## config.mk

```make
export PLATFORM = sky130hd
export DESIGN_NAME = timer_event_counter
export DESIGN_NICKNAME = d
export VERILOG_FILES = /design/src/inc/tec_pkg.sv /design/src/hdl/edge_sync.sv /design/src/hdl/timer_event_counter.sv
export SDC_FILE = /design/constraint.sdc
export NUM_CORES = 1
export LEC_CHECK = 0
export BUFFER_PORTS_ARGS = -buffer_cell sky130_fd_sc_hd__buf_2
export CAP_MARGIN = 20
export CORE_UTILIZATION = 53
export DETAILED_ROUTE_END_ITERATION = 10
export PLACE_DENSITY = 0.78
export SLEW_MARGIN = 20
export SYNTH_ARGS = -nofsm -noshare
export SYNTH_HDL_FRONTEND = slang
export SYNTH_SLANG_ARGS = --single-unit
```

## constraint.sdc

```tcl
create_clock -name clock -period 1.8 [get_ports clock]
set_input_delay 0.18 -clock clock [delete_from_list [all_inputs] [get_ports clock]]
set_output_delay 0.18 -clock clock [all_outputs]
set_load 0.005 [all_outputs]
```

## src/inc/tec_pkg.sv

```systemverilog
package tec_pkg;

  localparam int CNT_W        = 8;
  localparam int PRE_W        = 5;
  localparam logic [7:0] CNT_MAX = 8'hFF;
  localparam logic [4:0] PRE_MAX = 5'h1F;
  // oscillator periods per state and states per instruction cycle
  localparam int OSC_PER_STATE   = 3;
  localparam int STATES_PER_CYC  = 10;
  localparam int OSC_PER_PRE_TICK = OSC_PER_STATE * STATES_PER_CYC;
  localparam logic [7:0] CNT_RST = 8'h00;
  localparam logic [4:0] PRE_RST = 5'h00;

  typedef enum logic [2:0] {
    MODE_STOP  = 3'h1,
    MODE_TIMER = 3'h2,
    MODE_EVENT = 3'h4
  } mode_t;

  // one-cycle command strobes from the instruction decoder
  typedef struct packed {
    logic       loadCounterFromAcc;
    logic       readCounterToAcc;
    logic       startTimerCmd;
    logic       startEventCountCmd;
    logic       stopCountingCmd;
    logic       jumpOnOverflowFlag;
    logic       jumpIfInputHigh;
    logic       jumpIfInputLow;
    logic [7:0] acc;
  } cmd_t;

  typedef struct packed {
    logic [7:0] accData;
    logic       accValid;
    logic       jumpTaken;
    logic       jumpValid;
  } rsp_t;

endpackage

```

## src/hdl/edge_sync.sv

```systemverilog
`timescale 1ns/1ps
module edge_sync
  import tec_pkg::*;
(
  input  wire logic clock,
  input  wire logic nrst,
  input  wire logic din,
  output logic      level,
  output logic      fall
);

  typedef struct packed {
    logic s1;
    logic s2;
    logic s3;
  } sync_t;

  sync_t state_q;
  sync_t state_d;

  always_comb begin
    state_d    = state_q;
    state_d.s1 = din;
    state_d.s2 = state_q.s1;
    state_d.s3 = state_q.s2;
  end

  always_ff @(posedge clock or negedge nrst) begin
    if (!nrst) begin
      state_q <= 3'h7;
    end else begin
      state_q <= state_d;
    end
  end

  assign level = state_q.s2;
  assign fall  = state_q.s3 & ~state_q.s2;

endmodule // edge_sync

```

## src/hdl/timer_event_counter.sv

```systemverilog
// Functional notes
// - 8-bit up-counter loaded from accumulator and read back into it.
// - reset leaves counter value untouched; only the load command sets it.
// - reset or stop halts counting until a start command.
// - running counter counts up, wraps past FF to zero, continues.
// - FF to 00 transition sets overflow flag, testable by a jump.
// - overflow jump clears flag; reset leaves flag alone.
// - start-timer clears prescaler before counting.
// - prescaler advances once per instruction cycle of 30 oscillator clocks.
// - 5-bit divide-by-32 prescaler; counter bumps on its wrap.
// - reading the counter does not disturb counting.
// - start-event routes input pin; each falling edge adds one.
// - no minimum edge rate; slow edges still count.
// - time base is 10 states of 3 oscillator periods each.
// - input level answers the high and low jumps.
`timescale 1ns/1ps
module timer_event_counter
  import tec_pkg::*;
(
  input  wire logic clock,
  input  wire logic nrst,
  input  wire logic cycleTick,
  input  wire cmd_t cmd,
  input  wire logic countTestInput,
  output rsp_t      rsp,
  output logic      overflowFlag,
  output logic      running
);

  typedef struct packed {
    mode_t      mode;
    logic [7:0] count;
    logic [4:0] pre;
    logic       ovf;
    rsp_t       rsp;
    logic       run;
  } state_t;

  state_t state_q;
  state_t state_d;
  logic   inLevel;
  logic   inFall;
  logic   bump;

  function automatic logic [8:0] incr8(input logic [7:0] v);
    incr8 = {1'b0, v} + 9'h001;
  endfunction

  edge_sync u_sync (
    .clock (clock),
    .nrst  (nrst),
    .din   (countTestInput),
    .level (inLevel),
    .fall  (inFall)
  );

  // cycleTick marks one instruction cycle: 10 states x 3 osc periods
  always_comb begin
    logic [8:0] nxt;
    nxt     = incr8(state_q.count);
    state_d = state_q;
    bump    = 1'b0;
    state_d.rsp.accValid  = 1'b0;
    state_d.rsp.jumpValid = 1'b0;
    case (state_q.mode)
      MODE_TIMER: begin
        if (cycleTick) begin
          state_d.pre = state_q.pre + 5'h01;
          bump        = (state_q.pre == PRE_MAX);
        end
      end
      MODE_EVENT: begin
        bump = inFall;
      end
      MODE_STOP: begin
        bump = 1'b0;
      end
      default: begin
        state_d.mode = MODE_STOP;
      end
    endcase
    if (bump) begin
      state_d.count = nxt[7:0];
      if (state_q.count == CNT_MAX) begin
        state_d.ovf = 1'b1;
      end
    end
    if (cmd.readCounterToAcc) begin
      state_d.rsp.accData  = state_q.count;
      state_d.rsp.accValid = 1'b1;
    end
    if (cmd.jumpOnOverflowFlag) begin
      state_d.rsp.jumpTaken = state_q.ovf;
      state_d.rsp.jumpValid = 1'b1;
      if (!(bump && state_q.count == CNT_MAX)) begin
        state_d.ovf = 1'b0;
      end
    end else if (cmd.jumpIfInputHigh || cmd.jumpIfInputLow) begin
      state_d.rsp.jumpTaken = cmd.jumpIfInputHigh ? inLevel : ~inLevel;
      state_d.rsp.jumpValid = 1'b1;
    end
    if (cmd.loadCounterFromAcc) begin
      state_d.count = cmd.acc;
    end
    if (cmd.startTimerCmd) begin
      state_d.mode = MODE_TIMER;
      state_d.pre  = PRE_RST;
    end else if (cmd.startEventCountCmd) begin
      state_d.mode = MODE_EVENT;
    end else if (cmd.stopCountingCmd) begin
      state_d.mode = MODE_STOP;
    end
    state_d.run = (state_d.mode != MODE_STOP);
  end

  // count and flag stay out of the reset branch: they hold through chip reset
  always_ff @(posedge clock or negedge nrst) begin
    if (!nrst) begin
      state_q.mode <= MODE_STOP;
      state_q.pre  <= PRE_RST;
      state_q.rsp  <= '0;
      state_q.run  <= 1'b0;
    end else begin
      state_q.mode  <= state_d.mode;
      state_q.pre   <= state_d.pre;
      state_q.rsp   <= state_d.rsp;
      state_q.run   <= state_d.run;
      state_q.count <= state_d.count;
      state_q.ovf   <= state_d.ovf;
    end
  end

  assign rsp          = state_q.rsp;
  assign overflowFlag = state_q.ovf;
  assign running      = state_q.run;

  chk_stop_on_reset: assert property (@(posedge clock)
    $rose(nrst) |-> state_q.mode == MODE_STOP)
    else $error("mode not stopped after reset");

  chk_stop_cmd_halts: assert property (@(posedge clock) disable iff (!nrst)
    cmd.stopCountingCmd && !cmd.startTimerCmd && !cmd.startEventCountCmd
    |=> state_q.mode == MODE_STOP)
    else $error("stop command ignored");

  chk_load_value: assert property (@(posedge clock) disable iff (!nrst)
    cmd.loadCounterFromAcc |=> state_q.count == $past(cmd.acc))
    else $error("load did not take accumulator");

  chk_read_value: assert property (@(posedge clock) disable iff (!nrst)
    cmd.readCounterToAcc |=> rsp.accValid && rsp.accData == $past(state_q.count))
    else $error("read returned wrong value");

  chk_ovf_sets: assert property (@(posedge clock) disable iff (!nrst)
    state_q.count == CNT_MAX && bump && !cmd.loadCounterFromAcc
    |=> overflowFlag && state_q.count == 8'h00)
    else $error("overflow not flagged");

  chk_ovf_clears: assert property (@(posedge clock) disable iff (!nrst)
    cmd.jumpOnOverflowFlag && !bump |=> !overflowFlag && rsp.jumpTaken == $past(overflowFlag))
    else $error("overflow jump wrong");

  chk_pre_zeroed: assert property (@(posedge clock) disable iff (!nrst)
    cmd.startTimerCmd |=> state_q.pre == PRE_RST && state_q.mode == MODE_TIMER)
    else $error("prescaler not cleared");

  chk_timer_bump: assert property (@(posedge clock) disable iff (!nrst)
    state_q.mode == MODE_TIMER && cycleTick && state_q.pre != PRE_MAX
    && !cmd.loadCounterFromAcc |=> $stable(state_q.count))
    else $error("timer bumped before prescaler wrap");

  chk_event_bump: assert property (@(posedge clock) disable iff (!nrst)
    state_q.mode == MODE_EVENT && inFall && !cmd.loadCounterFromAcc
    |=> state_q.count == $past(state_q.count) + 8'h01)
    else $error("event edge not counted");

  chk_level_jump: assert property (@(posedge clock) disable iff (!nrst)
    cmd.jumpIfInputHigh && !cmd.jumpOnOverflowFlag |=> rsp.jumpTaken == $past(inLevel))
    else $error("input jump wrong");

  cov_timer_ovf: cover property (@(posedge clock) disable iff (!nrst)
    state_q.mode == MODE_TIMER && bump && state_q.count == CNT_MAX);
  cov_event_cnt: cover property (@(posedge clock) disable iff (!nrst)
    state_q.mode == MODE_EVENT && inFall);
  cov_ovf_test: cover property (@(posedge clock) disable iff (!nrst)
    cmd.jumpOnOverflowFlag && overflowFlag);

endmodule // timer_event_counter

```

* After elaboration in Yosys (flattened, before gate mapping)
Cells that the tools add are included.
** Word-level totals
- Register bits :: 32
- Input port bits :: 20
- Logic and storage cells :: 50
** Cells by class
- Add/sub/neg operators :: 2
- Equal/unequal tests :: 6
- Multiplexer cells :: 19
- Bitwise gates (word level) :: 2
- Reduce and logical (&&, ||, !) cells :: 9
** Operators with widths (number)
- two-way mux 8 bit :: 2
- two-way mux 5 bit :: 3
- two-way mux 3 bit :: 4
- adder 8 x 1 -> 8 bit, second input constant :: 1
- equality test 8 bit, second input constant :: 1
- nonzero test 2 bit :: 4
- two-way mux 1 bit :: 7
- adder 5 x 1 -> 5 bit, second input constant :: 1
- equality test 5 bit, second input constant :: 1
- two-way mux 2 bit :: 2
- AND reduction 2 bit :: 2
- equality test 3 x 1 -> 1 bit, second input constant :: 1
- equality test 3 x 2 -> 1 bit, second input constant :: 1
- equality test 3 bit, second input constant :: 1
- != test 3 x 1 -> 1 bit, second input constant :: 1
- OR reduction 3 bit :: 1
- case mux 1 bit (2 select lines) :: 1
- bitwise AND 1 bit :: 1
- logical AND 1 bit :: 1
- logical OR 1 bit :: 1
- inverter 1 bit :: 1

* Depth between registers and ports, before layout
Gate-level depths: netlist of the first run.
- Depth in word-level cells :: 7
- Gate-level depth with buffers :: 5

* Modules after synthesis
Synthesis of the first run repeated with hierarchy kept, for this count alone.
** Unflattened totals
- Cells, all modules :: 136
- Area total of the unflattened synthesis :: 1551.5 um^2
** Modules (own cells, without submodules)
- timer_event_counter :: times used 1, cells each 132, area each 1458.9 um^2, seq. area each 772.0 um^2
- edge_sync :: times used 1, cells each 4, area each 92.6 um^2, seq. area each 78.8 um^2

* Worst setup path after synthesis of the first run
Ideal clock, no wire load.
- Kind :: register to register
- Start point :: reg state_q[13] (netlist name)
- End point :: reg state_q[18] (netlist name), enable pin
- Arrival :: 1.393 ns
- Data required time :: 1.521 ns
- Slack :: 0.128 ns
- Stages on the path, launching flop included :: 6
- Buffers on the path :: 0
- Path through :: dfrtp_1 > ha_1 > and3_1 > ha_1 > a32o_1 > o21a_1
** Between the ends
- Cells in the longest elaborated chain, start to end :: 5
** Ends and longest elaborated chain
- start: declaration :: line timer_event_counter.sv:39 : state_t state_q;
- equality test 5 bit :: line timer_event_counter.sv:69 : bump = (state_q.pre == PRE_MAX);
- two-way mux 1 bit :: line timer_event_counter.sv:67 : if (cycleTick) begin
- case mux 1 bit (2 select lines) :: line timer_event_counter.sv:65 : case (state_q.mode)
- nonzero test 2 bit (no line)
- AND reduction 2 bit (no line)
Every way passes these cells.
A chain may end at the register's enable or synchronous reset.

* Final worst setup path of the first run
Ends and elaborated chain as after synthesis.

==> impl_metrics.yaml, run 1 <==
outcome:
  status: "finished, final reports clean"
placed_design:
  hpwlAfterDp_mm: 2.00
  port_buffers: 32
  gp_congestion: 0.820
hold_path:
  min-delay-path-class: "in2reg"
  hold-path-cell-count: 3
detailed_routing:
  via_count: 1066
  wl_per_cell_um: 13.7
  dr.pass1.iters: 4
  vias_per_cell: 5.52
  postRouteWirelength_mm: 2.64
  dr.first_iter.drc_count: 23
  drc: 0
  antenna_left: 0
floorplan:
  start_util_pct: 55.8
  core_area_um2: 2760
  row_count: 19
  die_h_um: 55.9
  pin_count: 33
  dieArea_um2: 3120
  die_w_um: 55.9
synth:
  syn_avg_cell_area_um2: 11.5
  synth.distinct_cells: 35
  async_reset_ff_share_pct: 71.9
  syn_nets: 157
  synth_edf_count: 9
  synth_flop_cell: "dfrtp_1"
  ys_warn_count: 0
  ys_ff_latch: 32
  syn_inst: 134
  seq_area_frac_synth_pct: 55.3
  syn_area_um2: 1540
clocking:
  cts_buffer_depth: 2
  htreeDepth: 2
  cts.clk_slew.worst_paths_ns: 0.10
  cts_tree: "yes"
  clock-sinks: 32
  insertion_delay_ns: 0.33
  cts_buffers: 5
  cts-root-buf: "clkbuf_4"
  post-cts-setup-buffer-count: 0
flow_run:
  drv_cap: 0
cells_and_area:
  drive_gt1_share_pct: 35.2
  mostFrequentLayoutCells: "buf_2 (32), dfrtp_1 (19), nand2_1 (12), mux2_2 (9), edfxtp_1 (9)"
  finalNetCount: 184
  antennaDiodeCount: 0
  fin_util_pct: 62.8
  fill_cells: 221
  syn_to_final_growth_pct: 12.5
  final_common_cell: "buf_2"
sta:
  drv_slew: 0
  fmax_mhz: 582
  period_share_pct: 95.4
  rsz0062_at_grt: "no"
  hold_viol_final: 0
  tns_ns: 0
  worstMarginPinSlew_ns: 0.299
  setup_viol: 0
  clock_skew_ns: 0.00804
  min_period_ns: 1.72
  max_slew_margin_pct: 80.1
power_and_ir_drop:
  p_leak_uw: 0.000766
  vdd_drop_max_v: 0.000661
  powerDensity_nw_per_um2: 820
setup_path:
  cp.required_ns: 1.89
  reg2reg_depth: 5
  setup.worst_path.class: "reg2reg"
  cp-end-kind: "register"
  cp-start-kind: "register"
  crit_arrival_ns: 1.81
  cp_max_fo: 8
global_routing:
  grt_overflow: 0
  grt_first_pass_wirelength_mm: 4.50
  grt.total_usage_pct: 19.2
  grt_antenna_before_repair: 0
  grt_pass1_vias: 1081
  grt_max_degree: 25
-- cell families (layout without fill, tap and decap cells) --
group	after synthesis	after routing	share of synthesized area, %
XOR/XNOR	5	5	2.85
multiplexers	9	9	6.59
adder cells (fa/ha/maj)	3	3	2.44
flip-flops	32	32	55.3
AO/OA/AOI/OAI	21	21	8.29
buffers and inverters	21	49	8.13
AND/OR/NAND/NOR	43	43	16.4
-- report_power, final --
group	internal [uW]	switching, uW	total (uW)
registers	800	34.6	834
logic	87.3	79.1	166
clock network	186	234	420
-- stage by stage --
step / area (um2) / hold slack [ns] / total power, uW / cells / setup slack [ns]
finish: 1730 / 0.0807 / 1420 / 193 / 0.0819
global route: 1730 / 0.0678 / 1500 / 193 / 0.0244
CTS: 1730 / 0.0725 / 1440 / 193 / 0.0339
detailed placement: 1640 / 0.216 / 1010 / 183 / 0.0119
global placement: 1640 / 0.199 / 1000 / 183 / 0.0610
floorplan: 1540 / -0.116 / 961 / 134 / 0.128
-- critical path, stage by stage (launching register included) --
cell	delay (ns)
dfrtp_1	0.42
ha_1	0.22
and3_1	0.19
ha_1	0.17
a32o_1	0.24
o21a_4	0.24
-- cell usage after synthesis, types with 4 or more instances --
master	number	area share, %
dfrtp_1	19	31
buf_4	12	5.9
nand2_1	12	2.9
edfxtp_1	9	18
mux2_2	9	6.6
nand3_1	7	2.3
inv_1	6	1.5
nor2_1	6	1.5
o21ai_0	6	2.0
a21oi_1	5	1.6
nor2b_1	5	2.0
dfstp_2	4	6.8
or3_1	4	1.6
-- layout make-up --
| type | instances | area (um2) | share of cell area [%] |
|---|---|---|---|
| clock inverter | 2 | 10.0 | 0.578 |
| tap | 31 | 38.8 | 2.24 |
| clock buffer | 6 | 51.3 | 2.96 |
| timing repair buffer | 35 | 188 | 10.8 |
| multi-input combinational | 81 | 571 | 32.9 |
| sequential | 32 | 851 | 49.1 |
| inverter | 6 | 22.5 | 1.30 |
-- flip-flops by register name (all words and copies together), names as in the netlist --
register and count:
state_q 16, rsp 11, overflowFlag 1, running 1, u_sync.level 1, u_sync.state_d 1
u_sync.state_q 1
-- path summary, 6_finish.rpt --
kind                                endpoint         startpoint  slack, ns
max                              state_q[18]        state_q[13]       0.08
min                                   rsp[1]            cmd[10]       0.08
max reg2reg                      state_q[18]        state_q[13]       0.08
min reg2reg                     u_sync.level  u_sync.state_d[1]       0.37
max in group asynchronous  u_sync.state_d[1]               nrst       1.13
min in group asynchronous             rsp[5]               nrst       0.39
-- layer usage --
metal  part of all wire (%)  track usage [%]  up-vias
met4                    1.4             8.71        0
met5                      0                0        -
met3                    4.8             5.12        6
li1                       -                -      515
met2                     49             31.8       30
met1                     45             23.5      515
-- what timing repair did --
action / 4_1_cts / 5_1_grt
hold buffers: 2 / 0
setup endpoints to repair: 8 / 8
gates resized for setup: 1 / 1
hold endpoints to repair: 20 / 0
No activity file was read; power rests on OpenSTA's default activity.
==> run 2: changes to the inputs <==
--- a/config.mk
+++ b/config.mk
@@ -10,6 +10,7 @@
 export CORE_UTILIZATION = 53
 export DETAILED_ROUTE_END_ITERATION = 10
 export PLACE_DENSITY = 0.78
+export SETUP_SLACK_MARGIN = 0.5
 export SLEW_MARGIN = 20
 export SYNTH_ARGS = -nofsm -noshare
 export SYNTH_HDL_FRONTEND = slang
==> run 2 against run 1 <==
Net effect:
- global-route usage grew 1.9 points
- flip-flop and latch count is the same
- fmax grew 6.2%
- count of clock-buffer cells in the layout shrank 1
- power grew 1.3%
- clock skew grew 0.0021 ns
- clock power is essentially flat
- critical path depth is the same
- non-clock buffer count grew 11
- critical path type unchanged
==> impl_metrics.yaml, run 2 (synthesis gave the netlist of run 1 again) <==
setup_path:
  crit_arrival_ns: 1.72
  setup.worst_path.class: "reg2reg"
  cp_num_buf_inv: 0
  reg2reg_depth: 5
  crit_path_max_incr_delay_ns: 0.40
  path_cells: "ha_2, and3_4, ha_4, a32o_2, o21a_4"
  cp_top_family: "compound AO/OA/AOI/OAI gates"
  cp.depth: 5
  cp_max_fo: 8
  cp-start-kind: "register"
  cp_slowest_cell: "dfrtp_1"
  cp-end-kind: "register"
  cp.required_ns: 1.90
placed_design:
  place_inst: 183
  hpwlAfterDp_mm: 1.99
  port_buffers: 32
  gp_congestion: 0.818
floorplan:
  pin_count: 33
  die_h_um: 55.9
  start_util_pct: 55.8
  row_count: 19
  core_area_um2: 2760
  dieArea_um2: 3120
  die_w_um: 55.9
global_routing:
  grt_antenna_before_repair: 0
  grt.total_usage_pct: 21.1
  grt_first_pass_wirelength_mm: 4.88
  grtUsageMet1_pct: 24.3
  top_usage_layer: "met2"
  met2_usage_pct: 36.7
  grt_pass1_vias: 1110
  grt_overflow: 0
  grtUsageMet3_pct: 7.91
  grt_max_degree: 18
power_and_ir_drop:
  vdd_drop_max_v: 0.000731
  intPower_uw: 1060
  seq_power_share_pct: 57.6
  power_switching_uw: 384
  powerDensity_nw_per_um2: 781
  p_leak_uw: 0.000809
  switching_share_pct: 26.7
  comb_power_share_pct: 13.2
  clkPwrFrac_pct: 29.1
clocking:
  cts_tree: "yes"
  insertion_delay_ns: 0.34
  cts.clk_slew.worst_paths_ns: 0.11
  clock-sinks: 32
  cts_buffers: 5
  htreeDepth: 2
  cts-root-buf: "clkbuf_4"
  cts_buffer_depth: 2
detailed_routing:
  vias_per_cell: 5.40
  dr.first_iter.drc_count: 28
  dr.pass1.iters: 3
  wl_per_cell_um: 14.0
  postRouteWirelength_mm: 2.85
  drc: 0
  via_count: 1101
  antenna_left: 0
cells_and_area:
  fill_cells: 216
  final_common_cell: "buf_2"
  largest_reg_flops: 16
  finalNetCount: 195
  syn_to_final_growth_pct: 19.8
  top_register: "state_q"
  instances_no_fill: 204
  reg.largest.list: "state_q x16, rsp x11"
  antennaDiodeCount: 0
  mostFrequentLayoutCells: "buf_2 (32), dfrtp_1 (19), buf_4 (12), nand2_1 (11)"
  drive_gt1_share_pct: 43.4
sta:
  period_share_pct: 89.9
  max_slew_margin_pct: 82.3
  setup_viol: 0
  clock_skew_ns: 0.0101
  fmax_mhz: 618
  tns_ns: 0
  rsz0062_at_grt: "yes"
  drv_slew: 0
  worstMarginPinSlew_ns: 0.261
  min_period_ns: 1.62
  hold_viol_final: 0
hold_path:
  min-delay-path-class: "in2reg"
  hold-path-cell-count: 3
flow_run:
  drv_cap: 0
outcome:
  status: "finished, final reports clean"
-- run 2: final cells by class --
type	count	area [um2]	area share (%)
timing repair buffer	46	270	14.7
tap	31	38.8	2.10
sequential	32	851	46.1
multi-input combinational	81	601	32.6
clock inverter	3	23.8	1.29
clock buffer	5	37.5	2.04
inverter	6	22.5	1.22
-- run 2: through the flow --
stage	util, %	area (um2)	total power, uW	hold WS (ns)	worst slack (ns)
floorplan	-	1570	963	-0.116	0.225
finish	66.9	1840	1440	0.0713	0.182
global placement	60.7	1670	1000	0.0619	0.194
CTS	65.0	1790	1450	0.0482	0.192
global route	66.9	1840	1520	0.0553	0.147
detailed placement	60.7	1670	1010	0.0733	0.179
-- run 2: worst reg2reg max path: cells and delay by family (launching register included) --
| family | cells | cell delay, ns |
|---|---|---|
| compound gates | 2 | 0.47 |
| flops | 1 | 0.40 |
| simple gates | 1 | 0.17 |
| fa+ha+maj | 2 | 0.33 |
-- run 2: metal layers --
metal  wire, um  up-vias
li1           -      541
met1       1210      528
met2       1450       28
met3        146        4
met4         40        0
met5          0        -
-- run 2: worst paths after layout --
path	from	end	slack, ns
setup reg to reg	state_q[13]	state_q[25]	0.18
min in group asynchronous	nrst	state_q[15]	0.24
hold / removal	cmd[10]	rsp[1]	0.07
setup / recovery	state_q[13]	state_q[25]	0.18
hold reg to reg	u_sync.state_d[1]	u_sync.level	0.36
max in group asynchronous	nrst	state_q[26]	1.03
-- run 2: timing repair --
item | CTS | global route
hold buffers | 2 | 0
setup buffers | 5 | 6
gates resized for setup | 0 | 2
setup endpoints to repair | 11 | 15
pin swaps | 4 | 2
endpoints found under the hold margin | 10 | 0
-- run 2: power groups by stage --
| stage | Sequential (uW) | Clock (uW) | Combinational, uW |
|---|---|---|---|
| after global routing | 837 | 466 | 213 |
| after global placement | 846 | 0 | 159 |
| after CTS | 832 | 436 | 181 |
| after detailed placement | 849 | 0 | 165 |
| final | 830 | 419 | 191 |
| after floorplan | 840 | 0 | 124 |
==> run 3: changes to the inputs <==
--- a/config.mk
+++ b/config.mk
@@ -7,6 +7,7 @@
 export LEC_CHECK = 0
 export BUFFER_PORTS_ARGS = -buffer_cell sky130_fd_sc_hd__buf_2
 export CAP_MARGIN = 20
+export CORE_MARGIN = 2
 export CORE_UTILIZATION = 53
 export DETAILED_ROUTE_END_ITERATION = 10
 export PLACE_DENSITY = 0.78
==> constraint.sdc (replaced) <==
create_clock -name clock -period 1.8 [get_ports clock]
set_input_delay 0.09 -clock clock [delete_from_list [all_inputs] [get_ports clock]]
set_output_delay 0.09 -clock clock [all_outputs]
set_load 0.005 [all_outputs]
==> run 3 against run 2 <==
Net effect:
- routed wire length decreased by 0.32%
- global-route usage decreased by 1.7 points
- sequential share of layout area decreased by 0.68 points
- power decreased by 3.1%
- cell area increased by 1.5%
- setup slack got worse by 0.0071 ns
- non-clock buffer count increased by 4
- clock power decreased by 12%
==> impl_metrics.yaml, run 3 (synthesis gave the netlist of run 1 again) <==
outcome:
  status: "finished, final reports clean"
cells_and_area:
  top_register: "state_q"
  drive_gt1_share_pct: 39.0
  largest_reg_flops: 16
  antennaDiodeCount: 0
  syn_to_final_growth_pct: 21.6
  instances_no_fill: 208
  final-seq-area_um2: 851
  fin_area_um2: 1870
  mostFrequentLayoutCells: "buf_2 (32), dfrtp_1 (19), nand2_1 (12), buf_4 (10)"
  fill_cells: 222
  final_common_cell: "buf_2"
  finalNetCount: 199
  reg.largest.list: "state_q x16, rsp x11"
  multi_input_area_um2: 594
sta:
  setup_slack_ns: 0.175
  holdWs_ns: 0.0118
  clock_skew_ns: 0.00902
  tns_ns: 0
  setup_viol: 0
  worstMarginPinSlew_ns: 0.263
  drv_slew: 0
  max_slew_margin_pct: 82.2
  rsz0062_at_grt: "yes"
  min_period_ns: 1.62
  hold_viol_final: 0
  fmax_mhz: 616
  period_share_pct: 90.3
detailed_routing:
  postRouteWirelength_mm: 2.84
  antenna_left: 0
  via_count: 1114
  vias_per_cell: 5.36
  dr.pass1.iters: 4
  wl_per_cell_um: 13.6
  drc: 0
  dr.first_iter.drc_count: 47
setup_path:
  cp.required_ns: 1.89
  cp_max_fo: 8
  setup.worst_path.class: "reg2reg"
  cp-start-kind: "register"
  crit_arrival_ns: 1.71
  cp-end-kind: "register"
global_routing:
  grt_first_pass_wirelength_mm: 4.77
  grt_max_degree: 18
  grt.total_usage_pct: 19.4
  grt_overflow: 0
  grt_pass1_vias: 1108
  grt_antenna_before_repair: 0
floorplan:
  core_area_um2: 2760
  dieArea_um2: 3350
  start_util_pct: 55.8
  pin_count: 33
  die_h_um: 57.9
  row_count: 19
  die_w_um: 57.9
placed_design:
  pre_cts_ws_ns: 0.155
  gp_congestion: 0.856
  place_inst: 183
  place_area_um2: 1670
  hpwlAfterDp_mm: 2.02
  port_buffers: 32
power_and_ir_drop:
  seq_power_share_pct: 59.5
  p_leak_uw: 0.000823
  vdd_drop_max_v: 0.000543
  comb_power_share_pct: 14.0
  switching_share_pct: 24.2
  clkPwrFrac_pct: 26.5
  power_switching_uw: 338
  powerDensity_nw_per_um2: 745
  intPower_uw: 1060
clocking:
  clock-sinks: 32
  cts.clk_slew.worst_paths_ns: 0.09
  insertion_delay_ns: 0.33
  htreeDepth: 2
  cts_buffer_depth: 2
  cts-root-buf: "clkbuf_4"
  cts_tree: "yes"
  cts_buffers: 5
hold_path:
  min-delay-path-class: "in2reg"
flow_run:
  drv_cap: 0
==> run 3: worst max-delay path, cell delays in order, from the launching register on <==
cell	delay, ns
dfrtp_1	0.40
ha_2	0.20
and3_4	0.17
ha_4	0.15
a32o_2	0.24
o21a_4	0.24
==> run 3: path summary, 6_finish.rpt <==
check                           slack (ns)         startpoint      endpoint  cells after the start
min in group asynchronous             0.14               nrst        rsp[0]                      2
worst max register to register        0.18        state_q[13]   state_q[21]                      5
max in group asynchronous             1.12               nrst   state_q[26]                      3
worst max-delay path                  0.18        state_q[13]   state_q[21]                      5
worst min register to register        0.36  u_sync.state_d[1]  u_sync.level                      0
worst min-delay path                  0.01            cmd[12]       running                      2
==> run 3: power groups by stage <==
stage / sequential, uW / combinational, uW / clock, uW
after global routing: 837 / 219 / 424
after global placement: 846 / 159 / 0
after CTS: 831 / 192 / 384
final: 830 / 195 / 370
after detailed placement: 849 / 165 / 0
after floorplan: 840 / 124 / 0
==> run 3: repair_timing <==
action,4_1_cts,5_1_grt
setup buffers,8,2
hold buffers,6,1
pin swaps,3,6
setup endpoints to repair,12,16
hold endpoints to repair,24,1
cloned,0,0
resized for setup,1,1
==> run 3: through the flow <==
| step | utilization [%] | power [uW] |
|---|---|---|
| after floorplan | - | 963 |
| after global placement | 60.7 | 1010 |
| after detailed placement | 60.7 | 1010 |
| after CTS | 67.0 | 1410 |
| after global routing | 67.9 | 1480 |
| final | 67.9 | 1390 |
==> run 3: per-layer routing <==
layer  up-vias  track usage [%]  part of all wire, %
li1        540                -                    -
met1       535             22.9                   42
met2        32             33.1                   51
met3         7             4.91                  4.8
met4         0             9.30                  1.9
met5         -                0                    0
==> run 3: area by class of cell <==
| cell class | count | share of cell area [%] |
|---|---|---|
| sequential | 32 | 45.5 |
| multi-input combinational | 81 | 31.8 |
| timing repair buffer | 50 | 16.9 |
| clock buffer | 7 | 2.41 |
| tap | 31 | 2.07 |
| inverter | 6 | 1.20 |
| clock inverter | 1 | 0.201 |
